--- src/pkg/lcc_defines.svh ---
/*
  Timing counts, pin encodings and reset values for the secondary cache
  control block. Assumes a 20 MHz system clock.
*/
`ifndef LCC_DEFINES_SVH
`define LCC_DEFINES_SVH

// ============================================================
// Clock and timing
`define LCC_CLK_PERIOD_NS   50
`define LCC_WAKE_TIME_NS    4000
`define LCC_WAKE_CYC        ((`LCC_WAKE_TIME_NS + `LCC_CLK_PERIOD_NS - 1) / `LCC_CLK_PERIOD_NS)
`define LCC_SRST_MIN_CYC    8
`define LCC_SRST_MAX_CYC    16
`define LCC_SYNC_STAGES     2
`define LCC_SRST_QUAL_CYC   (`LCC_SRST_MIN_CYC - `LCC_SYNC_STAGES)
`define LCC_HRST_MIN_CYC    16

// ============================================================
// Bus encodings
`define LCC_TT_READ         5'h0A
`define LCC_TT_WRITE        5'h02
`define LCC_TSIZ_BEAT       3'h0
`define LCC_TSIZ_BURST      3'h2
`define LCC_BURST_BEATS     4

`endif

--- src/pkg/lcc_pkg.sv ---
/*
  Types shared by both ends of the secondary cache control link.
  Assumes lcc_defines.svh for the numeric constants.
*/
`default_nettype none

package lcc_pkg;

  // ============================================================
  // Device transfer state machine
  typedef enum logic [2:0] {
    LCC_ST_IDLE,
    LCC_ST_LOOK,
    LCC_ST_FILL,
    LCC_ST_ACK,
    LCC_ST_FLUSH
  } lcc_state_t;

  // ============================================================
  // Host transfer state machine
  typedef enum logic [1:0] {
    LCC_HS_IDLE,
    LCC_HS_WAIT
  } lcc_hstate_t;

endpackage : lcc_pkg

`default_nettype wire

--- src/pkg/lcc_bus_if.sv ---
/*
  Processor-bus and control pins between the cache device and the bus
  master. Assumes both ends share one clock; strobes and control pins are active low.
*/
`timescale 1ns/1ps
`default_nettype none

interface lcc_bus_if #(
  parameter int ADDR_W = 8
);
  logic              transfer_start_n;
  logic              burst_status_n;
  logic [2:0]        transfer_size;
  logic [4:0]        transfer_type;
  logic [ADDR_W-1:0] transfer_addr;
  logic              cache_inhibit_in_n;
  logic              transfer_ack_n;
  logic              miss_fill_inhibit_n;
  logic              tag_clear_all_n;
  logic              cache_update_disable_n;
  logic              power_down_request_n;
  logic              soft_reset_in_n;
  logic              write_through_strap;
  logic              flush_request_n;
  logic              scan_reset_n;

  modport device (
    input  transfer_start_n, burst_status_n, transfer_size, transfer_type, transfer_addr,
    input  cache_inhibit_in_n, miss_fill_inhibit_n, tag_clear_all_n, cache_update_disable_n,
    input  power_down_request_n, soft_reset_in_n, write_through_strap, flush_request_n,
    output transfer_ack_n
  );

  modport host (
    output transfer_start_n, burst_status_n, transfer_size, transfer_type, transfer_addr,
    output cache_inhibit_in_n, miss_fill_inhibit_n, tag_clear_all_n, cache_update_disable_n,
    output power_down_request_n, soft_reset_in_n, write_through_strap, flush_request_n,
    output scan_reset_n,
    input  transfer_ack_n
  );

endinterface : lcc_bus_if

`default_nettype wire

--- src/hw/lcc_device.sv ---
/*
  Secondary cache control logic: tag store, fill and flush sequencing,
  inhibit, power-down and soft-reset handling. Assumes the system stops
  the clock during power-down and holds hard reset long enough.
*/
`timescale 1ns/1ps
`default_nettype none
`include "lcc_defines.svh"

// Contract
// - Miss-fill inhibit blocks allocation on misses.
// - Tag clear invalidates all, holds reset.
// - Update disable ignores bus, freezes state.
// - Power-down blocks array address/data changes.
// - Resume only after wake-up interval.
// - System stops clock during power-down.
// - Soft reset synchronised within 8-16 cycles.
// - Soft reset returns transfer machine idle.
// - Grounded strap forces write-through only.
// - Unused test reset held low.
// - Burst status separates burst from single.
// - Transfer start opens each cycle, decode.
// - Cache inhibit sampled after start, no fill.
// - Flush writes back dirty, clears valid.
// - Hard reset held low 16 cycles.
module lcc_device
  import lcc_pkg::*;
#(
  parameter int ADDR_W = 8,
  parameter int LINES  = 4
)(
  // Clock and reset
  input  wire logic              i_clock,
  input  wire logic              i_resetn,
  // Bus
  lcc_bus_if.device              bus,
  // Array side
  output logic                   o_array_we,
  output logic [ADDR_W-1:0]      o_array_addr,
  output logic                   o_fill,
  output logic                   o_writeback,
  output logic [ADDR_W-1:0]      o_wb_addr,
  // Status
  output logic                   o_hit,
  output logic                   o_ready,
  output logic                   o_write_through,
  output logic                   o_soft_reset,
  output logic                   o_flush_busy
);

  localparam int IDX_W = $clog2(LINES);
  localparam int TAG_W = ADDR_W - IDX_W;
  localparam int SQ_W  = 5;
  localparam int WK_W  = $clog2(`LCC_WAKE_CYC + 1);
  localparam int BT_W  = $clog2(`LCC_BURST_BEATS + 1);
  localparam logic [SQ_W-1:0] SRST_QUAL = SQ_W'(`LCC_SRST_QUAL_CYC);
  localparam logic [WK_W-1:0] WAKE_CYC  = WK_W'(`LCC_WAKE_CYC);
  localparam logic [BT_W-1:0] BURST_CYC = BT_W'(`LCC_BURST_BEATS);
  localparam logic [IDX_W-1:0] LAST_IDX = IDX_W'(LINES - 1);

  // ============================================================
  // Control pin synchronisers
  localparam int NSYNC = 6;
  logic [NSYNC-1:0] pin_raw;
  logic [NSYNC-1:0] sync1_r;
  logic [NSYNC-1:0] sync2_r;

  assign pin_raw = {bus.miss_fill_inhibit_n, bus.tag_clear_all_n, bus.cache_update_disable_n,
                    bus.power_down_request_n, bus.soft_reset_in_n, bus.flush_request_n};

  always_ff @(posedge i_clock or negedge i_resetn)
  begin
    if (!i_resetn)
    begin
      sync1_r <= '1;
      sync2_r <= '1;
    end
    else
    begin
      sync1_r <= pin_raw;
      sync2_r <= sync1_r;
    end
  end

  logic miss_inh;
  logic tag_clr;
  logic upd_dis;
  logic pwr_dn;
  logic srst_s;
  logic flush_s;

  assign miss_inh = ~sync2_r[5];
  assign tag_clr  = ~sync2_r[4];
  assign upd_dis  = ~sync2_r[3];
  assign pwr_dn   = ~sync2_r[2];
  assign srst_s   = ~sync2_r[1];
  assign flush_s  = ~sync2_r[0];

  // Write-through strap, sampled through the same two stages
  logic wt1_r;
  logic wt2_r;

  always_ff @(posedge i_clock or negedge i_resetn)
  begin
    if (!i_resetn)
    begin
      wt1_r <= 1'b1;
      wt2_r <= 1'b1;
    end
    else
    begin
      wt1_r <= bus.write_through_strap;
      wt2_r <= wt1_r;
    end
  end

  assign o_write_through = ~wt2_r;

  // ============================================================
  // Soft reset qualification
  logic [SQ_W-1:0] srst_cnt_r;
  logic            srst_act;

  always_ff @(posedge i_clock or negedge i_resetn)
  begin
    if (!i_resetn)
      srst_cnt_r <= '0;
    else if (!srst_s)
      srst_cnt_r <= '0;
    else if (srst_cnt_r != SRST_QUAL)
      srst_cnt_r <= srst_cnt_r + SQ_W'(1);
  end

  assign srst_act     = (srst_cnt_r == SRST_QUAL);
  assign o_soft_reset = srst_act;

  // ============================================================
  // Power-down and wake-up
  logic [WK_W-1:0] wake_cnt_r;
  logic            awake;

  always_ff @(posedge i_clock or negedge i_resetn)
  begin
    if (!i_resetn)
      wake_cnt_r <= WAKE_CYC;
    else if (pwr_dn)
      wake_cnt_r <= '0;
    else if (wake_cnt_r != WAKE_CYC)
      wake_cnt_r <= wake_cnt_r + WK_W'(1);
  end

  assign awake   = !pwr_dn && (wake_cnt_r == WAKE_CYC);
  assign o_ready = awake && !tag_clr && !upd_dis;

  // ============================================================
  // Transfer decode
  logic              ts;
  logic              is_write;
  logic [IDX_W-1:0]  idx;
  logic [TAG_W-1:0]  tag_in;

  assign ts       = !bus.transfer_start_n;
  assign is_write = (bus.transfer_type == `LCC_TT_WRITE);
  assign idx      = bus.transfer_addr[IDX_W-1:0];
  assign tag_in   = bus.transfer_addr[ADDR_W-1:IDX_W];

  // ============================================================
  // Transfer state machine and tag store
  lcc_state_t        state_r;
  logic [LINES-1:0]  valid_r;
  logic [LINES-1:0]  dirty_r;
  logic [TAG_W-1:0]  tag_r [LINES];
  logic [ADDR_W-1:0] cur_addr_r;
  logic              cur_write_r;
  logic              cur_burst_r;
  logic [BT_W-1:0]   beat_r;
  logic [IDX_W-1:0]  fl_idx_r;
  logic              flush_q_r;
  logic              ack_r;
  logic              hit_r;
  logic              fill_r;
  logic              wb_r;
  logic [ADDR_W-1:0] wb_addr_r;
  logic              cur_hit;
  logic [IDX_W-1:0]  cur_idx;

  assign cur_idx = cur_addr_r[IDX_W-1:0];
  assign cur_hit = valid_r[cur_idx] && (tag_r[cur_idx] == cur_addr_r[ADDR_W-1:IDX_W]);

  always_ff @(posedge i_clock or negedge i_resetn)
  begin
    if (!i_resetn)
    begin
      state_r     <= LCC_ST_IDLE;
      valid_r     <= '0;
      dirty_r     <= '0;
      cur_addr_r  <= '0;
      cur_write_r <= 1'b0;
      cur_burst_r <= 1'b0;
      beat_r      <= '0;
      fl_idx_r    <= '0;
      flush_q_r   <= 1'b0;
      ack_r       <= 1'b0;
      hit_r       <= 1'b0;
      fill_r      <= 1'b0;
      wb_r        <= 1'b0;
      wb_addr_r   <= '0;
      for (int i = 0; i < LINES; i++)
        tag_r[i] <= '0;
    end
    else if (tag_clr)
    begin
      state_r   <= LCC_ST_IDLE;
      valid_r   <= '0;
      dirty_r   <= '0;
      flush_q_r <= 1'b0;
      ack_r     <= 1'b0;
      hit_r     <= 1'b0;
      fill_r    <= 1'b0;
      wb_r      <= 1'b0;
    end
    else if (srst_act)
    begin
      state_r <= LCC_ST_IDLE;
      ack_r   <= 1'b0;
      fill_r  <= 1'b0;
      wb_r    <= 1'b0;
    end
    else if (!upd_dis)
    begin
      ack_r  <= 1'b0;
      fill_r <= 1'b0;
      wb_r   <= 1'b0;
      flush_q_r <= flush_s;
      case (state_r)
        LCC_ST_IDLE:
        begin
          if (flush_s && !flush_q_r)
          begin
            fl_idx_r <= '0;
            state_r  <= LCC_ST_FLUSH;
          end
          else if (ts && awake)
          begin
            cur_addr_r  <= bus.transfer_addr;
            cur_write_r <= is_write;
            cur_burst_r <= !bus.burst_status_n;
            state_r     <= LCC_ST_LOOK;
          end
        end
        LCC_ST_LOOK:
        begin
          hit_r <= cur_hit;
          if (cur_hit)
          begin
            if (cur_write_r && wt2_r)
              dirty_r[cur_idx] <= 1'b1;
            state_r <= LCC_ST_ACK;
          end
          else if (!cur_write_r && !miss_inh && bus.cache_inhibit_in_n)
          begin
            beat_r  <= cur_burst_r ? BURST_CYC : BT_W'(1);
            state_r <= LCC_ST_FILL;
          end
          else
            state_r <= LCC_ST_ACK;
        end
        LCC_ST_FILL:
        begin
          fill_r <= 1'b1;
          if (beat_r == BT_W'(1))
          begin
            valid_r[cur_idx] <= 1'b1;
            dirty_r[cur_idx] <= 1'b0;
            tag_r[cur_idx]   <= cur_addr_r[ADDR_W-1:IDX_W];
            state_r          <= LCC_ST_ACK;
          end
          beat_r <= beat_r - BT_W'(1);
        end
        LCC_ST_ACK:
        begin
          ack_r   <= 1'b1;
          state_r <= LCC_ST_IDLE;
        end
        LCC_ST_FLUSH:
        begin
          if (dirty_r[fl_idx_r])
          begin
            wb_r              <= 1'b1;
            wb_addr_r         <= {tag_r[fl_idx_r], fl_idx_r};
            dirty_r[fl_idx_r] <= 1'b0;
          end
          if (fl_idx_r == LAST_IDX)
          begin
            valid_r <= '0;
            state_r <= LCC_ST_IDLE;
          end
          fl_idx_r <= fl_idx_r + IDX_W'(1);
        end
        default:
        begin
          state_r <= LCC_ST_IDLE;
        end
      endcase
    end
  end

  // ============================================================
  // Array port, frozen while powered down
  logic [ADDR_W-1:0] arr_addr_r;
  logic              arr_we_r;

  always_ff @(posedge i_clock or negedge i_resetn)
  begin
    if (!i_resetn)
    begin
      arr_addr_r <= '0;
      arr_we_r   <= 1'b0;
    end
    else if (pwr_dn)
      arr_we_r <= 1'b0;
    else
    begin
      arr_we_r <= (state_r == LCC_ST_FILL) && !tag_clr && !upd_dis && !srst_act;
      if (state_r == LCC_ST_FILL || state_r == LCC_ST_LOOK)
        arr_addr_r <= cur_addr_r;
    end
  end

  assign o_array_we         = arr_we_r;
  assign o_array_addr       = arr_addr_r;
  assign o_fill             = fill_r;
  assign o_writeback        = wb_r;
  assign o_wb_addr          = wb_addr_r;
  assign o_hit              = hit_r;
  assign o_flush_busy       = (state_r == LCC_ST_FLUSH);
  assign bus.transfer_ack_n = ~ack_r;

endmodule : lcc_device

`default_nettype wire

--- src/flat_wrapper.sv ---
// flat-port wrapper written by rule: the top's interface ports become plain ports
module lcc_device_flat import lcc_pkg::*;
#(
  parameter int ADDR_W = 8,
  parameter int LINES  = 4
)
  (i_clock, i_resetn, o_array_we, o_array_addr, o_fill, o_writeback, o_wb_addr, o_hit, o_ready, o_write_through, o_soft_reset, o_flush_busy, bus_transfer_start_n, bus_burst_status_n, bus_transfer_size, bus_transfer_type, bus_transfer_addr, bus_cache_inhibit_in_n, bus_miss_fill_inhibit_n, bus_tag_clear_all_n, bus_cache_update_disable_n, bus_power_down_request_n, bus_soft_reset_in_n, bus_write_through_strap, bus_flush_request_n, bus_transfer_ack_n);
  lcc_bus_if #(.ADDR_W(ADDR_W)) bus_i ();
  input  wire logic i_clock;
  input  wire logic i_resetn;
  output logic o_array_we;
  output logic [ADDR_W-1:0] o_array_addr;
  output logic o_fill;
  output logic o_writeback;
  output logic [ADDR_W-1:0] o_wb_addr;
  output logic o_hit;
  output logic o_ready;
  output logic o_write_through;
  output logic o_soft_reset;
  output logic o_flush_busy;
  input wire logic [$bits(bus_i.transfer_start_n)-1:0] bus_transfer_start_n;
  input wire logic [$bits(bus_i.burst_status_n)-1:0] bus_burst_status_n;
  input wire logic [$bits(bus_i.transfer_size)-1:0] bus_transfer_size;
  input wire logic [$bits(bus_i.transfer_type)-1:0] bus_transfer_type;
  input wire logic [$bits(bus_i.transfer_addr)-1:0] bus_transfer_addr;
  input wire logic [$bits(bus_i.cache_inhibit_in_n)-1:0] bus_cache_inhibit_in_n;
  input wire logic [$bits(bus_i.miss_fill_inhibit_n)-1:0] bus_miss_fill_inhibit_n;
  input wire logic [$bits(bus_i.tag_clear_all_n)-1:0] bus_tag_clear_all_n;
  input wire logic [$bits(bus_i.cache_update_disable_n)-1:0] bus_cache_update_disable_n;
  input wire logic [$bits(bus_i.power_down_request_n)-1:0] bus_power_down_request_n;
  input wire logic [$bits(bus_i.soft_reset_in_n)-1:0] bus_soft_reset_in_n;
  input wire logic [$bits(bus_i.write_through_strap)-1:0] bus_write_through_strap;
  input wire logic [$bits(bus_i.flush_request_n)-1:0] bus_flush_request_n;
  output wire logic [$bits(bus_i.transfer_ack_n)-1:0] bus_transfer_ack_n;
  assign bus_i.transfer_start_n = bus_transfer_start_n;
  assign bus_i.burst_status_n = bus_burst_status_n;
  assign bus_i.transfer_size = bus_transfer_size;
  assign bus_i.transfer_type = bus_transfer_type;
  assign bus_i.transfer_addr = bus_transfer_addr;
  assign bus_i.cache_inhibit_in_n = bus_cache_inhibit_in_n;
  assign bus_i.miss_fill_inhibit_n = bus_miss_fill_inhibit_n;
  assign bus_i.tag_clear_all_n = bus_tag_clear_all_n;
  assign bus_i.cache_update_disable_n = bus_cache_update_disable_n;
  assign bus_i.power_down_request_n = bus_power_down_request_n;
  assign bus_i.soft_reset_in_n = bus_soft_reset_in_n;
  assign bus_i.write_through_strap = bus_write_through_strap;
  assign bus_i.flush_request_n = bus_flush_request_n;
  assign bus_transfer_ack_n = bus_i.transfer_ack_n;
  lcc_device #(.ADDR_W(ADDR_W), .LINES(LINES)) u_core (.i_clock(i_clock), .i_resetn(i_resetn), .bus(bus_i), .o_array_we(o_array_we), .o_array_addr(o_array_addr), .o_fill(o_fill), .o_writeback(o_writeback), .o_wb_addr(o_wb_addr), .o_hit(o_hit), .o_ready(o_ready), .o_write_through(o_write_through), .o_soft_reset(o_soft_reset), .o_flush_busy(o_flush_busy));
endmodule
--- config.mk ---
export PLATFORM = sky130hd
export DESIGN_NAME = lcc_device_flat
export DESIGN_NICKNAME = d
export VERILOG_FILES = /design/src/pkg/lcc_pkg.sv /design/src/pkg/lcc_bus_if.sv /design/src/hw/lcc_device.sv /design/src/flat_wrapper.sv
export VERILOG_INCLUDE_DIRS = /design/src /design/src/pkg
export SDC_FILE = /design/constraint.sdc
export NUM_CORES = 1
export LEC_CHECK = 0
export ABC_CLOCK_PERIOD_IN_PS = 1960
export BUFFER_PORTS_ARGS = -buffer_cell sky130_fd_sc_hd__buf_2
export CAP_MARGIN = 20
export CORE_MARGIN = 2
export CORE_UTILIZATION = 55
export CTS_BUF_LIST = sky130_fd_sc_hd__clkbuf_4
export CTS_CLUSTER_DIAMETER = 40
export DETAILED_ROUTE_END_ITERATION = 10
export PLACE_DENSITY = 0.79
export RECOVER_POWER = 100
export SLEW_MARGIN = 40
export SYNTH_ARGS = -nofsm -noshare
export SYNTH_HDL_FRONTEND = slang
export SYNTH_SLANG_ARGS = --single-unit
--- constraint.sdc ---
create_clock -name i_clock -period 1.96 [get_ports i_clock]
set_input_delay 0.196 -clock i_clock [delete_from_list [all_inputs] [get_ports i_clock]]
set_output_delay 0.196 -clock i_clock [all_outputs]
set_load 0.1 [all_outputs]
==> impl_results.md, run 1 <==
- Worst-path maximum fanout: 5
- Filler cell count: between 400 and 500
- Placed cell area: 5764 um^2
- Slew @ Worst Pin: approximately 1200 ps
- Synth Area in Compound Gates: 0.07840
- Prevailing post-synth register cell: dfrtp_1
- Final Wtd Congestion: about 0.98
- DR vias/cell: ~6
- LEAKAGE: approximately 3.1 nW
- Worst-Skew Late Latency: about 460 ps
- Total gr overflow: 0
- # rows: 34
- ANT nets after route: 0
- GRT Total Usage: 0.2742
- Avg Cell Area, Syn: 12.03 um^2
- P per Cell Area: approximately 780 nW/um^2
- Clock tree sinks: 98
- Maxcap violations: 0
- Hpwl dp: roughly 8.2 mm
- Sequential-to-total area share from yosys stat: 0.5113
- CP arrival: around 2600 ps
- Worst-path clk slew: ~150 ps
- Num ports: 53
- Final WL: approximately 14 mm
- Cells after synthesis: between 400 and 500
- Status: finished, violations left
- DRC: 0
- Largest family of logic cells by synthesized area: multiplexers
- Via count: 3937
- RSZ-0062 raised after global routing: true
- Hold Path Class: in2reg
- Vias in the first global route: around 4000
- CP max stage delay: a little over 600 ps
- Count of flip-flops with a built-in enable after synthesis: 0
- Die H: 97.77 um
- Syn nets: between 400 and 500
- Final nets: 584
- First-pass GRT wire length: 20.69 mm
- Power Total: 5.095 mW
- Post-route cell area: ~6500 um^2
- Seq cells post-synth: 98
- Buffers on Ports: between 40 and 50
- Count of cell types in the netlist: a little under 60
- Tmin final: between 2000 and 2500 ps
- Chip width: a little under 100 um
- CTS tree: done
- H-tree level count: 3
- CP cell instances: mux4_2, xnor2_2, o211ai_4, o31a_4, mux2_4
- Max Fclk: 444.3 MHz
- Ys async rst share: 1.000
- Crit path kind: reg2reg
- First DRT Iteration DRCs: 340
- Placed cell count: between 600 and 700
- CORE AREA: between 8000 and 9000 um^2
- N_diodes: 0
- Startpoint types: flip-flop
- DRT Pass-1 Iters: 6
- Final Hold Viols: 0
- TritonCTS buffer count: 9
- Final Non-Filler Cells: between 600 and 700
- Endpoint class of the critical path: flip-flop
- Highest-delay cell along the critical path: mux4_2
- Area growth, synth to finish: 35.24%
- Max transition margin: 0.2298
- Largest net degree at the start of global routing: a little under 50
- Post-synthesis simple-gate area fraction: 0.1229
- Initial antenna violation count: 0
- Worst path required time: roughly 2300 ps
- CTS Root Cell: clkbuf_4
- Peak supply drop: approximately 670 uV
- Final period util: 1.148
- # setup viols final: 52
- Skew final: about 21 ps
- R2R setup slack: -290 ps
- Clock buffer depth: 2
- Initial Util: 0.5600
- Drt wl/cell: between 20 and 25 um
- Share of post-route cells with drive strength above 1: 0.4682
- Highest-count cells in the layout ignoring fill and taps: dfrtp_1 (78), buf_4 (66), clkbuf_2 (26)
- Fin. max-slew vios: 0
- Leading cell type in the layout, fill and taps excluded: dfrtp_1
- Synth Area in XOR/XNOR: 0.03752
- Die Area: approximately 9600 um^2
- Synth Warn #: 0
- Synthesized area: 4836 um^2
- Final worst slack: -290.6 ps
- Failing checks: setup timing
- Post-synthesis mux area share: 0.1894
- Synth Area in Adders: 0.02587
-- registers in the layout, indices dropped and copies added, names as in the netlist, 2 cells and up --
register             flops
u_core.state_r           3
u_core.valid_r           4
u_core.sync1_r           6
u_core.sync2_r           6
u_core.dirty_r           4
u_core.beat_r            3
u_core.srst_cnt_r        5
u_core.wake_cnt_r        7
u_core.tag_r            24
u_core.o_wb_addr         8
u_core.cur_addr_r        8
u_core.fl_idx_r          2
u_core.o_array_addr      8
-- power by group --
group / leakage (nW) / internal [mW] / switching [mW]
Clock: 0.0754 / 0.389 / 0.705
Sequential: 1.29 / 2.14 / 0.130
Combinational: 1.76 / 0.726 / 1.00
Total: 3.12 / 3.26 / 1.84
-- cells by family (layout without fill, tap and decap cells) --
kind of cell | count (synthesis) | after routing
AO/OA/AOI/OAI | 53 | 53
multiplexers | 71 | 71
XOR/XNOR | 19 | 19
adder cells (fa/ha/maj) | 10 | 10
AND/OR/NAND/NOR | 115 | 115
flip-flops | 98 | 98
buffers and inverters | 36 | 185
-- worst max-delay path, delay by kind of cell (launching register included) --
family                    cells  cell delay, ps
DFF                           1             500
AOI/OAI and AO/OA             2             470
xor gates and xnor gates      1             240
muxes                         2             920
-- cell type report --
type	count	area, um^2	share of cell area
sequential	98	2477	0.3788
tap	108	135.1	0.02066
inverter	15	76.32	0.01167
multi-input combinational	268	2560	0.3914
clock buffer	9	67.56	0.01033
timing repair buffer	154	1155	0.1766
clock inverter	7	68.82	0.01052
-- what timing repair did --
item                                    CTS  global route
buffers inserted                         15            10
endpoints found under the setup margin   57            60
hold endpoints to repair                 46             0
hold buffers                             17             0
cloned                                    0             1
pin swaps                                15            19
gates resized for setup                  40            51
-- path summary, 6_finish.rpt --
check                                                  from                                to  cells past startpoint
setup / recovery           u_core.cur_addr_r[0]$_DFFE_PN0P_     u_core.dirty_r[1]$_DFFE_PN0P_                      5
hold / removal                         bus_transfer_type[0]    u_core.cur_write_r$_DFFE_PN0P_                      3
setup reg to reg           u_core.cur_addr_r[0]$_DFFE_PN0P_     u_core.dirty_r[1]$_DFFE_PN0P_                      5
hold reg to reg                 u_core.sync1_r[4]$_DFF_PN1_       u_core.sync2_r[4]$_DFF_PN1_                      0
max in group asynchronous                          i_resetn   u_core.o_wb_addr[6]$_DFFE_PN0P_                      3
min in group asynchronous                          i_resetn  u_core.wake_cnt_r[3]$_DFFE_PN0P_                      2
-- routing by layer --
layer  wire length [um]  vias up  global-route usage
met4                669        0              0.1015
met3                849       57             0.05440
met2               7165      188              0.4536
li1                   -     1714                   -
met1               5653     1978              0.3632
met5                  0        -                   0
-- cells in the mapped netlist (4+ instances only) --
cell	n	area share
dfrtp_1	82	0.42
mux2_1	38	0.088
nor2_1	29	0.023
nand2_1	28	0.022
dfstp_2	16	0.087
a21oi_1	15	0.016
nand3_1	14	0.014
inv_1	13	0.010
xnor2_1	11	0.020
ha_1	10	0.026
mux2_2	10	0.023
mux4_2	10	0.047
clkbuf_1	9	0.0070
mux2i_1	9	0.019
o21ai_0	9	0.0093
buf_2	7	0.0072
nor3_1	7	0.0072
nor2b_1	6	0.0078
xor2_1	6	0.011
and3_1	5	0.0065
a32o_1	4	0.0083
and2_1	4	0.0052
mux2_4	4	0.012
o21ai_1	4	0.0041
-- per-stage QoR --
step                utilization  TNS (ps)  hold WS (ps)  setup slack (ps)
detailed placement       0.6675     -7104         253.6            -344.7
floorplan                     -    -510.0        -99.59            -105.3
CTS                      0.7340     -1496         173.8            -186.5
finish                   0.7573     -8426         160.6            -290.6
global route             0.7573    -14880         157.7            -354.4
global placement         0.6675     -3276         244.1            -208.9
Power figures use the tool's default switching activity.
==> run 2, diff against run 1 <==
==> constraint.sdc (replaced) <==
create_clock -name i_clock -period 1.96 [get_ports i_clock]
set_input_delay 0.196 -clock i_clock [delete_from_list [all_inputs] [get_ports i_clock]]
set_output_delay 0.196 -clock i_clock [all_outputs]
set_load 0.02 [all_outputs]
==> impl_results.md, run 2 (synthesized netlist as in run 1, its figures left out) <==
- Reg area: 2475 um^2 (-0.10%)
- R2R setup slack: -260 ps (+30 ps)
- Final nets: 583 (-0.17%)
- # rows: 34 (unchanged)
- # setup viols final: 49 (-5.8%)
- Start of the worst register-to-register path: u_core.cur_addr_r[1]$_DFFE_PN0P_
- Worst-path maximum fanout: 5 (unchanged)
- Leading cell type in the layout, fill and taps excluded: dfrtp_1
- RR Endpoint: u_core.state_r[0]$_DFFE_PN0P_
- Placed cell area: 5665 um^2 (-1.7%)
- Clock tree sinks: 98 (unchanged)
- Delay-heaviest family, CP: simple AND/OR/NAND/NOR gates
- CTS tree: done
- Total gr overflow: 0 (unchanged)
- CP arrival: 2650 ps (+60 ps)
- Final period util: 1.134 (-0.01399)
- Fin. max-slew vios: 0 (unchanged)
- Largest net degree at the start of global routing: 46 (-6.1%)
- Failing checks: setup timing
- Final worst slack: -263.1 ps (+27.42 ps)
- P per Cell Area: 746.0 nW/um^2 (-4.2%)
- Area of the multi-input gates: 2579 um^2 (+0.73%)
- Status: finished, violations left
- H-tree level count: 3 (unchanged)
- WP buf/inv: 3 (+3)
- Chip width: 97.77 um (unchanged)
- Vias in the first global route: 3918 (-3.0%)
- Worst path required time: 2380 ps (+80 ps)
- Cell mode on critical path: buf_4
- Maxcap violations: 0 (unchanged)
- CTS Root Cell: clkbuf_4
- Filler cell count: 529 (+8.0%)
- Hpwl dp: 7.978 mm (-3.2%)
- Num ports: 53 (unchanged)
- Initial Util: 0.5600 (unchanged)
- Final WL: 12.78 mm (-11%)
- Skew final: 15.93 ps (-5.244 ps)
- Final Hold Viols: 0 (unchanged)
- Startpoint types: flip-flop
- Drt wl/cell: 19.43 um (-11%)
- Peak supply drop: 746.1 uV (+12%)
- DR vias/cell: 5.737 (-4.0%)
- CP cell instances: buf_12, buf_4, mux2i_1, xnor2_1, o32ai_2, nand2_2, buf_4, or4b_1, nand3_1
- Slew @ Worst Pin: 1081 ps (-73.82 ps)
- GRT Total Usage: 0.2652 (-0.008971)
- First DRT Iteration DRCs: 280 (-18%)
- Via count: 3775 (-4.1%)
- Die H: 97.77 um (unchanged)
- DRC: 0 (unchanged)
- Final Non-Filler Cells: 658 (-0.15%)
- Final Wtd Congestion: 0.9561 (-2.0%)
- Worst slack at placement: -279.5 ps (+65.22 ps)
- RSZ-0062 raised after global routing: true
- Buffers on Ports: 49 (unchanged)
- Clock buffer depth: 2 (unchanged)
- Highest-delay cell along the critical path: or4b_1
- CP max stage delay: 510 ps (-110 ps)
- Crit path kind: reg2reg
- Share of post-route cells with drive strength above 1: 0.4327 (-0.03551)
- Max transition margin: 0.2790 (+0.04921)
- Worst-Skew Late Latency: 470 ps (about the same)
- CORE AREA: 8636 um^2 (unchanged)
- ANT nets after route: 0 (unchanged)
- First-pass GRT wire length: 19.78 mm (-4.4%)
- Worst-path clk slew: 150 ps (about the same)
- Hold Path Class: in2reg
- Placed cell count: 606 (-0.16%)
- TritonCTS buffer count: 9 (unchanged)
- Worst reg2reg path depth: 9 (+4)
- Hold_sp: bus_transfer_type[0]
- Max Fclk: 449.8 MHz (+1.2%)
- Highest-count cells in the layout ignoring fill and taps: dfrtp_1 (80), buf_4 (63), mux2_4 (35)
- N_diodes: 0 (unchanged)
- Hold Path Depth: 3 (unchanged)
- Largest register FFs: 24 (unchanged)
- Tmin final: 2223 ps (-27.42 ps)
- Endpoint class of the critical path: flip-flop
- Post-route cell area: 6461 um^2 (-1.2%)
- Die Area: 9559 um^2 (unchanged)
- Sink of the worst hold path: u_core.cur_write_r$_DFFE_PN0P_
- Most flops, register: u_core.tag_r
- Area growth, synth to finish: 33.61%
- LEAKAGE: 3.003 nW (-3.7%)
- DRT Pass-1 Iters: 4 (-2)
- Initial antenna violation count: 0 (unchanged)
## run 2: through the flow
stage                     hold slack [ps]  total power, mW    util  TNS (ps)
after CTS                           125.6            4.720  0.7269    -900.0
final                               129.3            4.820  0.7482     -3415
after detailed placement            228.5            3.605  0.6560     -6384
after global placement              221.6            3.565  0.6560     -3592
after floorplan                    -99.59            3.045       -    -421.1
after global routing                116.1            5.066  0.7482     -8501
## run 2: where the power goes
part           leakage (nW)  switching (mW)  internal (mW)
logic                  1.64           0.796          0.719
registers              1.29           0.105           2.14
clock network        0.0722           0.684          0.375
## run 2: worst max path at each step
stage                                startpoint                            end  slack, ps  cells past startpoint
3_3_place_gp   u_core.cur_addr_r[1]$_DFFE_PN0P_  u_core.dirty_r[0]$_DFFE_PN0P_       -200                      6
6_report       u_core.cur_addr_r[1]$_DFFE_PN0P_  u_core.state_r[0]$_DFFE_PN0P_       -260                      9
3_5_place_dp   u_core.cur_addr_r[1]$_DFFE_PN0P_  u_core.dirty_r[3]$_DFFE_PN0P_       -280                      6
4_1_cts        u_core.cur_addr_r[0]$_DFFE_PN0P_  u_core.dirty_r[0]$_DFFE_PN0P_       -160                      5
5_1_grt        u_core.cur_addr_r[1]$_DFFE_PN0P_  u_core.state_r[0]$_DFFE_PN0P_       -340                      9
2_1_floorplan    u_core.fl_idx_r[0]$_DFFE_PN0P_  u_core.dirty_r[0]$_DFFE_PN0P_       -110                      7
## run 2: cell type report
class                           count  area share
Clock buffer                        9     0.01046
Inverter                           15    0.009101
Multi-Input combinational cell    268      0.3991
Clock inverter                      7    0.009295
Tap cell                          108     0.02091
Timing Repair Buffer              153      0.1681
Sequential cell                    98      0.3830
## run 2: what timing repair did
action	CTS	global route
gates resized for setup	52	51
buffers inserted	12	7
hold buffers	17	0
cloned	1	0
hold endpoints to repair	42	0
pin swaps	9	14
setup endpoints to repair	47	53
## run 2: routing by layer
| layer | vias to the layer above | track usage | part of all wire |
|---|---|---|---|
| li1 | 1709 | - | - |
| met1 | 1872 | 0.3464 | 0.42 |
| met2 | 161 | 0.4435 | 0.49 |
| met3 | 33 | 0.05798 | 0.061 |
| met4 | 0 | 0.09188 | 0.031 |
| met5 | - | 0 | 0 |
## run 2: tightest hold or removal path: stages
cell and delay [ps]:
buf_2 70, nor4_1 50, mux2_4 250
